$ cat src/fgm_pkg.sv
/*
 Package for the fine grain slot multiframe mux: server types, slot counts,
 overhead layout constants and the packed structs carried between stages.
 Assumes a single clock domain and a 128-bit (16-byte) payload block path.
*/
package fgm_pkg;

	// Slot geometry.
	localparam int unsigned FGM_SLOTS_PER_SET  = 119;
	localparam int unsigned FGM_FRAMES_PER_SET = 32;
	localparam int unsigned FGM_OH_PER_FRAME   = 4;
	localparam int unsigned FGM_LAST_OH_FRAME  = 29;
	localparam int unsigned FGM_OH_IN_LAST     = 3;
	localparam int unsigned FGM_BLOCKS_PER_TS  = 256;
	localparam int unsigned FGM_BLOCK_BYTES    = 16;
	localparam int unsigned FGM_BLOCK_W        = FGM_BLOCK_BYTES * 8;
	localparam int unsigned FGM_OH_W           = 12;
	localparam int unsigned FGM_TS_W           = 10;
	localparam int unsigned FGM_FLEX_N_MIN     = 3;
	localparam int unsigned FGM_FLEX_N_MAX     = 7;

	// Sets per multiframe for the fixed server rates.
	localparam int unsigned FGM_SETS_OPU0 = 1;
	localparam int unsigned FGM_SETS_OPU1 = 2;
	localparam int unsigned FGM_SETS_OPU2 = 8;

	// Reset values.
	localparam logic [FGM_TS_W-1:0] FGM_TS_RST    = 10'h001;
	localparam logic [7:0]          FGM_FRAME_RST = 8'h00;

	// Server payload kinds.
	typedef enum logic [1:0] {
		FGM_SRV_OPU0,
		FGM_SRV_OPU1,
		FGM_SRV_OPU2,
		FGM_SRV_FLEX
	} fgm_srv_t;

	// Frame position taken from the server framer.
	typedef struct packed {
		logic [7:0] mfas;
		logic [7:0] omfi;
	} fgm_align_t;

	// One payload block with the slot it belongs to.
	typedef struct packed {
		logic [FGM_TS_W-1:0]    ts;
		logic [FGM_BLOCK_W-1:0] data;
	} fgm_blk_t;

	// One slot overhead position of the current frame.
	typedef struct packed {
		logic                valid;
		logic [FGM_TS_W-1:0] ts;
	} fgm_ohpos_t;

endpackage : fgm_pkg

$ cat src/fgm_mux.sv
/*
 Fine grain slot multiframe mux. Rotates 16-byte payload blocks from the
 tributary mapper over the interleaved slots of the server payload and
 computes, per server frame, which slots own the four overhead positions.
 The slot owner of each overhead is placed with the mapper's justification
 overhead so it lands in the overhead area. Assumes the server framer gives
 one frame start pulse with the alignment counters and pulls blocks with a
 ready, all on ref_clk_i.
*/
//
// Overview of operation
// - OPU0 server carries 119 fine grain slots numbered 1 to 119.
// - OPU1 server carries 238 fine grain slots numbered 1 to 238.
// - OPU2 server carries 952 fine grain slots numbered 1 to 952.
// - Flexible server with n from 3 to 7 carries n times 119 slots.
// - Slots interleave in 16-byte blocks, rotating through every slot in order.
// - Each slot holds 256 blocks and one 12-bit overhead per multiframe.
// - Frames 1 to 29 of each set carry four overheads of consecutive slots.
// - Frame 30 of each set carries the last three overheads, fourth unused.
// - Frames 31 and 32 of each set carry no slot overhead.
// - Overhead positions fill in ascending slot order, four per frame.
// - OPU0 multiframe spans 32 frames indexed by alignment bits 4 to 8.
// - OPU1 multiframe spans 64 frames indexed by alignment bits 3 to 8.
// - OPU2 multiframe spans 256 frames indexed by alignment bits 1 to 8.
// - Tributaries arrive already asynchronously mapped by the upstream mapper.
// - Tributary units map synchronously into slots in whole 16-byte blocks.
// - Justification overhead goes to the overhead area, not the payload.
// - Flexible frame number is ((8*omfi + mfas[1:3]) mod n)*32 + mfas[4:8].
// - Multi-slot unit overhead rides in its highest allocated slot.

`timescale 1ns/10ps

module fgm_mux
	import fgm_pkg::*;
#(
	parameter int unsigned FLEX_N = FGM_FLEX_N_MIN
) (
	input  wire logic                  ref_clk_i,
	input  wire logic                  rst_b_i,
	input  wire logic                  clk_en_i,
	input  wire fgm_srv_t              srv_type_i,
	input  wire logic                  frame_start_i,
	input  wire fgm_align_t            align_i,
	input  wire logic                  blk_valid_i,
	input  wire logic [FGM_BLOCK_W-1:0] blk_data_i,
	input  wire logic [FGM_TS_W-1:0]   unit_last_ts_i,
	input  wire logic [FGM_OH_W-1:0]   unit_oh_i,
	output logic                       blk_ready_o,
	input  wire logic                  srv_ready_i,
	output logic                       srv_valid_o,
	output fgm_blk_t                   srv_blk_o,
	output logic [7:0]                 frame_num_o,
	output fgm_ohpos_t [3:0]           oh_pos_o,
	output logic [3:0]                 oh_hit_o,
	output logic [FGM_OH_W-1:0]        oh_data_o
);

	// Elaboration check on the flexible server size.
	if (FLEX_N < FGM_FLEX_N_MIN || FLEX_N > FGM_FLEX_N_MAX) begin : g_bad_n
		$error("FLEX_N must lie between 3 and 7.");
	end

	// Number of sets in the multiframe for the chosen server.
	function automatic logic [3:0] sets_of(input fgm_srv_t s);
		case (s)
			FGM_SRV_OPU0: sets_of = 4'(FGM_SETS_OPU0);
			FGM_SRV_OPU1: sets_of = 4'(FGM_SETS_OPU1);
			FGM_SRV_OPU2: sets_of = 4'(FGM_SETS_OPU2);
			default:      sets_of = 4'(FLEX_N);
		endcase
	endfunction

	// Highest slot number: sets times 119.
	function automatic logic [FGM_TS_W-1:0] last_ts_of(input fgm_srv_t s);
		last_ts_of = FGM_TS_W'(FGM_SLOTS_PER_SET * sets_of(s));
	endfunction

	// Frame number inside the overhead multiframe, per server type.
	// The alignment byte is numbered 1..8 from the msb, so bits 4..8 are [4:0].
	logic [10:0] flex_idx;
	logic [2:0]  flex_set;
	logic [7:0]  frame_num_w;

	assign flex_idx = {align_i.omfi, 3'h0} + {8'h00, align_i.mfas[7:5]};
	assign flex_set = 3'(flex_idx % 11'(FLEX_N));

	always_comb begin
		case (srv_type_i)
			FGM_SRV_OPU0: frame_num_w = {3'h0, align_i.mfas[4:0]};
			FGM_SRV_OPU1: frame_num_w = {2'h0, align_i.mfas[5:0]};
			FGM_SRV_OPU2: frame_num_w = align_i.mfas;
			default:      frame_num_w = {flex_set, align_i.mfas[4:0]};
		endcase
	end

	// Overhead slot owners for the four positions of this frame.
	logic [2:0]          set_idx;
	logic [4:0]          fis;
	logic [FGM_TS_W-1:0] oh_base;
	fgm_ohpos_t [3:0]    oh_pos_w;

	assign set_idx = frame_num_w[7:5];
	assign fis     = frame_num_w[4:0];
	// Base slot of the frame, counting slots from one.
	assign oh_base = FGM_TS_W'(FGM_SLOTS_PER_SET * set_idx) + FGM_TS_W'({fis, 2'h0}) + FGM_TS_W'(1);

	for (genvar p = 0; p < 4; p++) begin : g_pos
		logic in_frame;
		// Positions 0..3 exist in frames 0..28; frame 29 keeps only three; 30, 31 none.
		assign in_frame = (fis < 5'(FGM_LAST_OH_FRAME)) ||
		                  (fis == 5'(FGM_LAST_OH_FRAME) && p < FGM_OH_IN_LAST);
		assign oh_pos_w[p].valid = in_frame;
		assign oh_pos_w[p].ts    = oh_base + FGM_TS_W'(p);
	end

	// Positions that carry the unit's justification overhead.
	logic [3:0] oh_hit_w;
	for (genvar h = 0; h < 4; h++) begin : g_hit
		assign oh_hit_w[h] = oh_pos_w[h].valid && (oh_pos_w[h].ts == unit_last_ts_i);
	end

	// Frame registers, refreshed at each frame start taken while clk_en_i is high.
	always_ff @(posedge ref_clk_i) begin
		if (!rst_b_i) begin
			frame_num_o <= FGM_FRAME_RST;
			oh_pos_o    <= '0;
			oh_hit_o    <= '0;
			oh_data_o   <= '0;
		end else if (clk_en_i && frame_start_i) begin
			frame_num_o <= frame_num_w;
			oh_pos_o    <= oh_pos_w;
			oh_hit_o    <= oh_hit_w;
			oh_data_o   <= unit_oh_i;
		end
	end

	// Two-entry skid buffer between mapper and server framer.
	fgm_blk_t   buf_q [2];
	logic [1:0] cnt_q;
	logic       rd_q;
	logic       wr_q;
	logic       push;
	logic       pop;
	logic [FGM_TS_W-1:0] ts_q;
	logic [FGM_TS_W-1:0] ts_d;
	logic [FGM_TS_W-1:0] ts_last;

	assign push    = blk_valid_i && blk_ready_o;
	assign pop     = srv_valid_o && srv_ready_i;
	assign ts_last = last_ts_of(srv_type_i);
	// Slot counter wraps to slot one after the last slot; a frame start restarts it at slot one only in a cycle without a push.
	assign ts_d = (ts_q >= ts_last) ? FGM_TS_RST : ts_q + FGM_TS_W'(1);

	always_ff @(posedge ref_clk_i) begin
		if (!rst_b_i) begin
			ts_q <= FGM_TS_RST;
		end else if (clk_en_i) begin
			if (push) begin
				ts_q <= ts_d;
			end else if (frame_start_i) begin
				ts_q <= FGM_TS_RST;
			end
		end
	end

	// Storage writes; each entry is a whole 16-byte block.
	always_ff @(posedge ref_clk_i) begin
		if (!rst_b_i) begin
			buf_q[0] <= '0;
			buf_q[1] <= '0;
		end else if (clk_en_i && push) begin
			buf_q[wr_q] <= '{ts: ts_q, data: blk_data_i};
		end
	end

	// Pointers and fill count.
	always_ff @(posedge ref_clk_i) begin
		if (!rst_b_i) begin
			rd_q  <= 1'b0;
			wr_q  <= 1'b0;
			cnt_q <= 2'h0;
		end else if (clk_en_i) begin
			if (push) begin
				wr_q <= ~wr_q;
			end
			if (pop) begin
				rd_q <= ~rd_q;
			end
			cnt_q <= cnt_q + 2'(push) - 2'(pop);
		end
	end

	// Registered outputs of the buffer, looking one step ahead.
	logic [1:0] cnt_d;
	logic       rd_d;
	assign cnt_d = cnt_q + 2'(push) - 2'(pop);
	assign rd_d  = pop ? ~rd_q : rd_q;

	always_ff @(posedge ref_clk_i) begin
		if (!rst_b_i) begin
			blk_ready_o <= 1'b0;
			srv_valid_o <= 1'b0;
			srv_blk_o   <= '0;
		end else if (clk_en_i) begin
			blk_ready_o <= (cnt_d != 2'h2);
			srv_valid_o <= (cnt_d != 2'h0);
			if (cnt_d == 2'h0) begin
				srv_blk_o <= '0;
			end else if (push && (cnt_q == 2'h0 || (cnt_q == 2'h1 && pop))) begin
				srv_blk_o <= '{ts: ts_q, data: blk_data_i};
			end else begin
				srv_blk_o <= buf_q[rd_d];
			end
		end
	end

endmodule // fgm_mux

$ cat config.mk
export PLATFORM = sky130hd
export DESIGN_NAME = fgm_mux
export DESIGN_NICKNAME = d
export VERILOG_FILES = /design/src/fgm_pkg.sv /design/src/fgm_mux.sv
export SDC_FILE = /design/constraint.sdc
export NUM_CORES = 1
export LEC_CHECK = 0
export ABC_CLOCK_PERIOD_IN_PS = 15050
export BUFFER_PORTS_ARGS = -buffer_cell sky130_fd_sc_hd__buf_2
export CAP_MARGIN = 40
export CORE_MARGIN = 3
export CORE_UTILIZATION = 57
export DETAILED_ROUTE_END_ITERATION = 7
export PLACE_DENSITY_LB_ADDON = 0.2
export RECOVER_POWER = 100
export SETUP_SLACK_MARGIN = 0.15
export SLEW_MARGIN = 20
export SYNTH_ARGS = -nofsm -noshare
export SYNTH_HDL_FRONTEND = slang
export SYNTH_SLANG_ARGS = --single-unit
$ cat constraint.sdc
create_clock -name ref_clk_i -period 15.05 [get_ports ref_clk_i]
set_input_delay 1.505 -clock ref_clk_i [delete_from_list [all_inputs] [get_ports ref_clk_i]]
set_output_delay 1.505 -clock ref_clk_i [all_outputs]
set_load 0.01 [all_outputs]
==> results_dict.tcl, run 1 <==
set metrics [dict create \
    status "finished with violations" \
    violations "max-capacitance violations, max-slew violations" \
    avgSynthCellArea_sq_um 10.2 \
    die_area_sq_um 43600 \
    worst-slew-pin-transition_ns 3.58 \
    grt_max_degree 139 \
    cts_hold_buf 0 \
    dr.pass1.iters 5 \
    p_leak_nw 11.0 \
    synth_cells 2298 \
    synthTopCellsByCount "342 x nor2_1, 279 x and2_1, 276 x edfxtp_1" \
    rsz0062_at_grt "false" \
    drt_iter0_markers 1333 \
    gr-total-overflow 0 \
    slew_headroom_pct -139 \
    nNetsFinal 2812 \
    cts_root_buffer "clkbuf_16" \
    clk_latency_ns 0.61 \
    place_area_sq_um 25800 \
    place_hpwl_um 40300 \
    cap_violations 15 \
    setup_tns_ns 0 \
    ant_nets 0 \
    yosysMostFrequentCell "nor2_1" \
    end_kind "register" \
    ys_warn_count 0 \
    row_count 73 \
    layout-drive-gt1-share_pct 11.1 \
    postCtsSetupBuffers 0 \
    critPathRequiredTime_ns 15.25 \
    critPathKind "in -> reg" \
    wl_per_cell_um 19.8 \
    cts_tree "done" \
    fin_area_sq_um 27000 \
    syn_nets 2516 \
    coreArea_sq_um 40200 \
    slew_violations 714 \
    synth_cell_types 86 \
    synth_area_sq_um 23500 \
    fmax_mhz 98.2 \
    hold_path_class "reg -> reg" \
    synth-edff-count 276 \
    cp-start-kind "primary input" \
    p_total_mw 3.65 \
    die_h_um 209 \
    setup_viol 0 \
    antenna_found_initial 10 \
    post_cts_resized 0 \
    cts_buffers 51 \
    drcViolationCount 0 \
    cts_sinks 493 \
    power_density_nw_per_um2 135 \
    cp.arrival_ns 10.39 \
    start_util_pct 58.4 \
    vias_per_cell 5.77 \
    synthArstFlopShare_pct 0 \
    ys_seq_area_share_pct 53.8 \
    ir_drop_mv 0.0994 \
    die_w_um 209 \
    stdcell_count 3170 \
    grt_pass1_vias 18100 \
    layout_worst_path_cycle_share_pct 67.7 \
    io_pins 382 \
    cts_max_level 2 \
    port-buffer-count 381 \
    clock_path_buffers 3 \
    yosys_register_bits 493 \
    synth-main-ff-cell "edfxtp_1" \
    synth_top_area_share_pct 35.3 \
    gp_congestion 0.929 \
    syn_to_final_growth_pct 15.2 \
    num_vias 18300 \
    path_clk_slew_ns 0.06 \
    crit_fanout 50 \
    hold_violations 0 \
    skew_ns 0.0428 \
    routed_wl_um 62800 \
    dp_cells 3063 \
    fin_crit_ns 10.19 \
    grt_usage_pct 28.0 \
    synth_top_area_cell "edfxtp_1" \
    grt_pass1_wl_um 98900 \
    yosys-top-cells-area "edfxtp_1 35%, dfxtp_1 19%, and2_1 7.4%, mux2i_1 6.1%, nor2_1 5.5%" \
    fillers 3280 \
]
## where the power goes
| part | total, mW | internal, mW | leakage [nW] | switching (mW) |
|---|---|---|---|---|
| combinational | 0.859 | 0.296 | 5.59 | 0.563 |
| clock | 1.26 | 0.731 | 0.816 | 0.528 |
| sequential | 1.54 | 1.50 | 4.63 | 0.0357 |
## cells by family after synthesis
family | synth area share (%)
AO/OA/AOI/OAI | 13.8
AND/OR/NAND/NOR | 17.5
multiplexers | 6.24
buffers and inverters | 3.67
flip-flops | 53.8
adder cells (fa/ha/maj) | 2.57
XOR/XNOR | 2.35
other | 0.0160
## layout make-up
class / count / area (sq um) / area share (%)
Clock buffer: 76 / 1430 / 5.29
Clock inverter: 20 / 240 / 0.889
Sequential cell: 493 / 12600 / 46.7
Multi-Input combinational cell: 1585 / 9980 / 36.9
Antenna cell: 8 / 20.0 / 0.0741
Tap cell: 525 / 657 / 2.43
Inverter: 49 / 188 / 0.694
Timing Repair Buffer: 414 / 1890 / 7.00
## critical path: stages
cell,delay [ns]
buf_2,0.08
clkbuf_1,0.97
nand2_1,0.23
o21ai_0,2.28
clkbuf_1,2.46
clkbuf_1,1.35
clkbuf_1,1.48
## metal layers
metal	vias to the layer above	part of all wire, %	track usage (%)
li1	8694	-	-
met1	8862	42	37.7
met2	611	48	46.1
met3	113	6.3	5.25
met4	4	2.8	9.19
met5	-	0.043	0
## metrics by stage
step	utilization (%)	setup slack [ns]	hold WS [ns]
floorplan	-	2.50	0.476
detailed placement	64.2	5.09	0.443
finish	67.3	4.86	0.453
CTS	68.3	5.69	0.451
global placement	63.7	5.14	0.439
global route	67.3	4.08	0.470
## cells in the final DEF, fill, tap and decap left out, types with 118 or more instances in the layout
master	instances
a211oi_1	160
a21oi_1	208
and2_0	160
and2_1	118
buf_2	170
clkbuf_1	249
dfxtp_1	217
edfxtp_1	276
mux2i_1	144
nor2_1	343
## sequential cells by signal, summed over array words and instances (netlist names)
signal and cells:
srv_valid_o 1, buf_q 276, frame_num_o 8, blk_ready_o 1, oh_hit_o 4, ts_q 10, rd_q 1, wr_q 1
oh_data_o 12, srv_blk_o 138, cnt_q 2, oh_pos_o 39
## worst paths after layout
kind	start	endpoint	slack [ns]	cells after the start
worst max-delay path	rst_b_i	buf_q[1][121]	4.86	7
worst min-delay path	oh_data_o[0]	oh_data_o[0]	0.45	2
worst max register to register	blk_ready_o	buf_q[1][121]	6.40	5
worst min register to register	oh_data_o[0]	oh_data_o[0]	0.45	2
(Power assumes the default switching activity.)
==> inputs of run 2 (changes only) <==
ABC_AREA = 1   (was unset)
ABC_CLOCK_PERIOD_IN_PS = 8700   (was 15050)
CORE_UTILIZATION = 51   (was 57)
clock period = 8.7 ns   (was 15.05 ns; I/O delays follow)
==> results_dict.tcl, run 2 <==
set metrics [dict create \
    cap_violations 13 \
    critPathKind "in -> reg" \
    postCtsSetupBuffers 0 \
    synth-main-ff-cell "edfxtp_1" \
    stdcell_count 3501 \
    row_count 76 \
    synth_top_area_cell "edfxtp_1" \
    vias_per_cell 5.37 \
    fmax_mhz 126 \
    path_clk_slew_ns 0.06 \
    cts_tree "done" \
    top_regs "buf_q (276), srv_blk_o (138), oh_pos_o (39)" \
    critPathRequiredTime_ns 8.95 \
    nNetsFinal 3082 \
    cp_slowest_cell "clkinvlp_2" \
    largest_register_ff_count 276 \
    rsz0062_at_grt "false" \
    setup_tns_ns 0 \
    slew_violations 643 \
    place_area_sq_um 24900 \
    yosysMostFrequentCell "nand2_1" \
    synth_top_area_share_pct 37.0 \
    num_vias 18800 \
    clk_latency_ns 0.60 \
    skew_ns 0.0155 \
    fin_crit_ns 7.91 \
    synthArstFlopShare_pct 0 \
    synth-edff-count 276 \
    yosys-top-cells-area "edfxtp_1 37%, dfxtp_1 19%, nand2_1 9.3%, nor2_1 6.0%, o211ai_1 4.8%" \
    path_cells "clkbuf_1 > clkinvlp_2 > nor2_1 > inv_1 > nor2_1 > inv_1 > or2_0 > nand2_1 > clkbuf_2 > buf_6" \
    layout-drive-gt1-share_pct 10.8 \
    layout_worst_path_cycle_share_pct 90.9 \
    violations "max-capacitance violations, max-slew violations" \
    coreArea_sq_um 43300 \
    pre_cts_slack_ns 0.540 \
    layout_common_cells "554 x nand2_1, 360 x nor2_1, 276 x edfxtp_1" \
    post_cts_resized 0 \
    synth_cells 2558 \
    die_area_sq_um 46500 \
    cts_max_level 2 \
    synth_area_sq_um 22400 \
    hold_violations 0 \
    cp-start-kind "primary input" \
    cts_sinks 493 \
    crit_fanout 58 \
    grt_pass1_vias 18400 \
    wl_per_cell_um 18.1 \
    ys_seq_area_share_pct 56.4 \
    critPathMaxStageDelay_ns 1.99 \
    setup_slack_ns 0.793 \
    drcViolationCount 0 \
    power_density_nw_per_um2 234 \
    gp_congestion 0.867 \
    grt_max_degree 86 \
    synth_cell_types 45 \
    synthTopCellsByCount "553 x nand2_1, 360 x nor2_1, 276 x edfxtp_1" \
    p_total_mw 6.14 \
    start_util_pct 51.8 \
    cp.arrival_ns 8.15 \
    avgSynthCellArea_sq_um 8.76 \
    yosys_register_bits 493 \
    syn_to_final_growth_pct 17.2 \
    dp_cells 3393 \
    grt_usage_pct 26.8 \
    grt_pass1_wl_um 100000 \
    fin_area_sq_um 26300 \
    largest-register "buf_q" \
    ir_drop_mv 0.152 \
    ant_nets 0 \
    port-buffer-count 381 \
    p_leak_nw 11.0 \
    hold_path_class "reg -> reg" \
    cts_root_buffer "clkbuf_16" \
    syn_nets 2776 \
    slew_headroom_pct -131 \
    layout_commonest_cell "nand2_1" \
    dr.pass1.iters 5 \
    drt_iter0_markers 1341 \
    cts_buffers 53 \
    worst-slew-pin-transition_ns 3.47 \
    gr-total-overflow 0 \
    die_w_um 216 \
    cts_hold_buf 0 \
    final_util_pct 60.7 \
    end_kind "register" \
    ys_warn_count 0 \
    clock_path_buffers 3 \
    die_h_um 216 \
    status "finished with violations" \
    place_hpwl_um 40100 \
    setup_viol 0 \
    antenna_found_initial 11 \
    io_pins 382 \
    whs_ns 0.462 \
    routed_wl_um 63300 \
]
==> run 2: final timing paths <==
check | startpoint | end | slack, ns | depth (start not counted)
setup / recovery | clk_en_i | buf_q[0][83] | 0.79 | 10
setup reg to reg | srv_valid_o | srv_blk_o[35] | 0.98 | 11
hold reg to reg | srv_blk_o[42] | srv_blk_o[42] | 0.46 | 2
hold / removal | srv_blk_o[42] | srv_blk_o[42] | 0.46 | 2
==> run 2: cell type report <==
cell class,instances,area (sq um)
tap,585,732
timing repair buffer,413,1950
multi-input combinational,1660,8230
clock inverter,13,131
clock buffer,86,1640
inverter,243,920
sequential,493,12600
antenna,8,20.0
fill,3898,17000
==> run 2: logic make-up (layout without fill, tap and decap cells) <==
logic type | after synthesis | after routing | share of synthesized area [%]
XOR/XNOR | 36 | 36 | 1.41
flip-flops | 493 | 493 | 56.4
other | 1 | 9 | 0.0167
AND/OR/NAND/NOR | 1148 | 1148 | 21.0
adder cells (fa/ha/maj) | 44 | 44 | 2.69
AO/OA/AOI/OAI | 431 | 431 | 11.6
buffers and inverters | 405 | 755 | 6.87
==> run 2: worst max-delay path: cells and delay by family <==
kind                   cells  cell delay (ns)
buffers and inverters      6             3.93
and+or+nand+nor            4             3.26
==> run 2: report_power, final <==
group          switching (mW)  internal (mW)
logic                   0.832          0.382
registers              0.0606           2.58
clock network           0.932           1.35
==> run 2: routing by layer <==
| layer | wire length (um) | track usage, % | share of wire [%] |
|---|---|---|---|
| met5 | 38 | 0 | 0.060 |
| met2 | 30300 | 44.4 | 48 |
| met3 | 4840 | 6.14 | 7.6 |
| met4 | 1350 | 8.06 | 2.1 |
| met1 | 26800 | 35.2 | 42 |
==> inputs of run 3 (changes only) <==
CORE_UTILIZATION = 53   (was 51)
CTS_BUF_LIST = sky130_fd_sc_hd__clkbuf_4 sky130_fd_sc_hd__clkbuf_8   (was unset)
==> results_dict.tcl, run 3 (synthesis gave the netlist of run 2 again) <==
set metrics [dict create \
    combPwrFrac_pct 20.4 \
    layout_common_cells "552 x nand2_1, 361 x nor2_1, 276 x edfxtp_1" \
    wl_per_cell_um 18.2 \
    gr-total-overflow 0 \
    violations "max-capacitance violations, max-slew violations" \
    cts_max_level 3 \
    regToRegSetupSlack_ns 3.48 \
    hold_path_class "reg -> reg" \
    cp.arrival_ns 8.43 \
    whs_endpoint "srv_blk_o[47]" \
    gp_congestion 0.862 \
    skew_ns 0.0254 \
    end_kind "register" \
    layout_commonest_cell "nand2_1" \
    drt_iter0_markers 1375 \
    p_int_mw 4.22 \
    critPathRequiredTime_ns 9.15 \
    cp-start-kind "primary input" \
    fin_crit_ns 7.98 \
    clk_latency_ns 0.64 \
    power_density_nw_per_um2 231 \
    syn_to_final_growth_pct 17.4 \
    io_pins 382 \
    grt_pass1_wl_um 100000 \
    cts_buffers 83 \
    port-buffer-count 381 \
    cts_root_buffer "clkbuf_8" \
    cts_tree "done" \
    setup_tns_ns 0 \
    die_h_um 212 \
    die_area_sq_um 44800 \
    grt_pass1_vias 18700 \
    path_clk_slew_ns 0.06 \
    rsz0062_at_grt "false" \
    grt_usage_pct 27.9 \
    top_regs "buf_q (276), srv_blk_o (138), oh_pos_o (39)" \
    ant_nets 0 \
    critPathKind "in -> reg" \
    post_cts_resized 0 \
    seqPwrFrac_pct 43.6 \
    fmax_mhz 125 \
    whs_ns 0.463 \
    slew_violations 438 \
    row_count 74 \
    hold_depth 2 \
    grt_max_degree 86 \
    largest_register_ff_count 276 \
    reg2reg_from "blk_ready_o" \
    status "finished with violations" \
    vias_per_cell 5.50 \
    setup_viol 0 \
    worst-slew-pin-transition_ns 3.51 \
    reg2reg_depth 9 \
    hold_violations 0 \
    dr.pass1.iters 6 \
    die_w_um 212 \
    nNetsFinal 3116 \
    drcViolationCount 0 \
    layout_worst_path_cycle_share_pct 91.7 \
    place_hpwl_um 41000 \
    hp-start "srv_blk_o[47]" \
    r2r-end "buf_q[1][19]" \
    slew_headroom_pct -134 \
    crit_fanout 60 \
    ir_drop_mv 0.122 \
    clock_path_buffers 3 \
    num_vias 19300 \
    largest-register "buf_q" \
    p_sw_mw 1.84 \
    cts_sinks 493 \
    coreArea_sq_um 41300 \
    start_util_pct 54.2 \
    antenna_found_initial 7 \
    swShare_pct 30.4 \
    p_leak_nw 11.2 \
    cap_violations 9 \
    layout-drive-gt1-share_pct 13.1 \
    routed_wl_um 64000 \
    p_clk_share_pct 36.0 \
    postCtsSetupBuffers 0 \
    cts_hold_buf 0 \
]
## run 3: cell types whose count changed in the layout (fill, tap and decap cells not counted), moves of 5 or more
| cell | delta |
|---|---|
| clkbuf_8 | +89 |
| clkbuf_4 | +46 |
| clkbuf_1 | -16 |
| buf_16 | +5 |
| clkbuf_16 | -56 |
## run 3: power by group through the flow
stage / Sequential (mW) / Combinational (mW) / Clock (mW)
after floorplan: 2.72 / 0.776 / 0
after global placement: 2.69 / 1.22 / 0
after detailed placement: 2.69 / 1.26 / 0
after CTS: 2.64 / 1.26 / 2.21
after global routing: 2.66 / 1.37 / 2.33
final: 2.64 / 1.24 / 2.18
## run 3: per-layer routing
layer / global-route usage, % / routed length (um) / up-vias
li1: - / - / 9206
met1: 37.1 / 26500 / 9274
met2: 45.9 / 30800 / 703
met3: 6.45 / 5020 / 116
met4: 8.75 / 1550 / 2
met5: 0 / 9 / -
## run 3: final cells by class
cell class / instances / area, sq um
Tap cell: 532 / 666
Inverter: 243 / 918
Multi-Input combinational cell: 1660 / 8230
Antenna cell: 6 / 15.0
Fill cell: 3630 / 15000
Sequential cell: 493 / 12600
Clock inverter: 10 / 63.8
Clock buffer: 146 / 1730
Timing Repair Buffer: 417 / 2040
## run 3: worst max-delay path, cell delays in order
cell,delay (ns)
buf_2,0.07
clkbuf_1,1.65
clkinvlp_2,1.69
buf_16,0.54
nor2_1,0.39
inv_1,0.22
or2_0,0.28
clkbuf_1,0.82
clkbuf_2,0.85
clkbuf_4,0.73
nor2_1,0.24
## run 3: worst max path at each step
| stage | start | end | slack (ns) | cells after the start |
|---|---|---|---|---|
| final | rst_b_i | buf_q[0][55] | 0.72 | 11 |
| after global routing | align_i[7] | oh_hit_o[2] | 0.19 | 59 |
| after CTS | align_i[7] | oh_hit_o[2] | 1.35 | 62 |
| after detailed placement | align_i[7] | oh_hit_o[2] | 0.68 | 58 |
| after global placement | align_i[7] | oh_hit_o[2] | 1.02 | 57 |
| after floorplan | align_i[7] | oh_hit_o[2] | 1.59 | 55 |
## run 3: per-stage QoR
stage | util, % | power (mW) | area, sq um | setup WS [ns] | std cells
6_report | 63.7 | 6.06 | 26300 | 0.724 | 3507
5_1_grt | 63.7 | 6.35 | 26300 | 0.187 | 3506
4_1_cts | 64.6 | 6.12 | 26700 | 1.35 | 3500
3_5_place_dp | 60.2 | 3.95 | 24900 | 0.676 | 3344
3_3_place_gp | 59.5 | 3.91 | 24600 | 1.02 | 3331
2_1_floorplan | - | 3.49 | 22400 | 1.59 | 2558
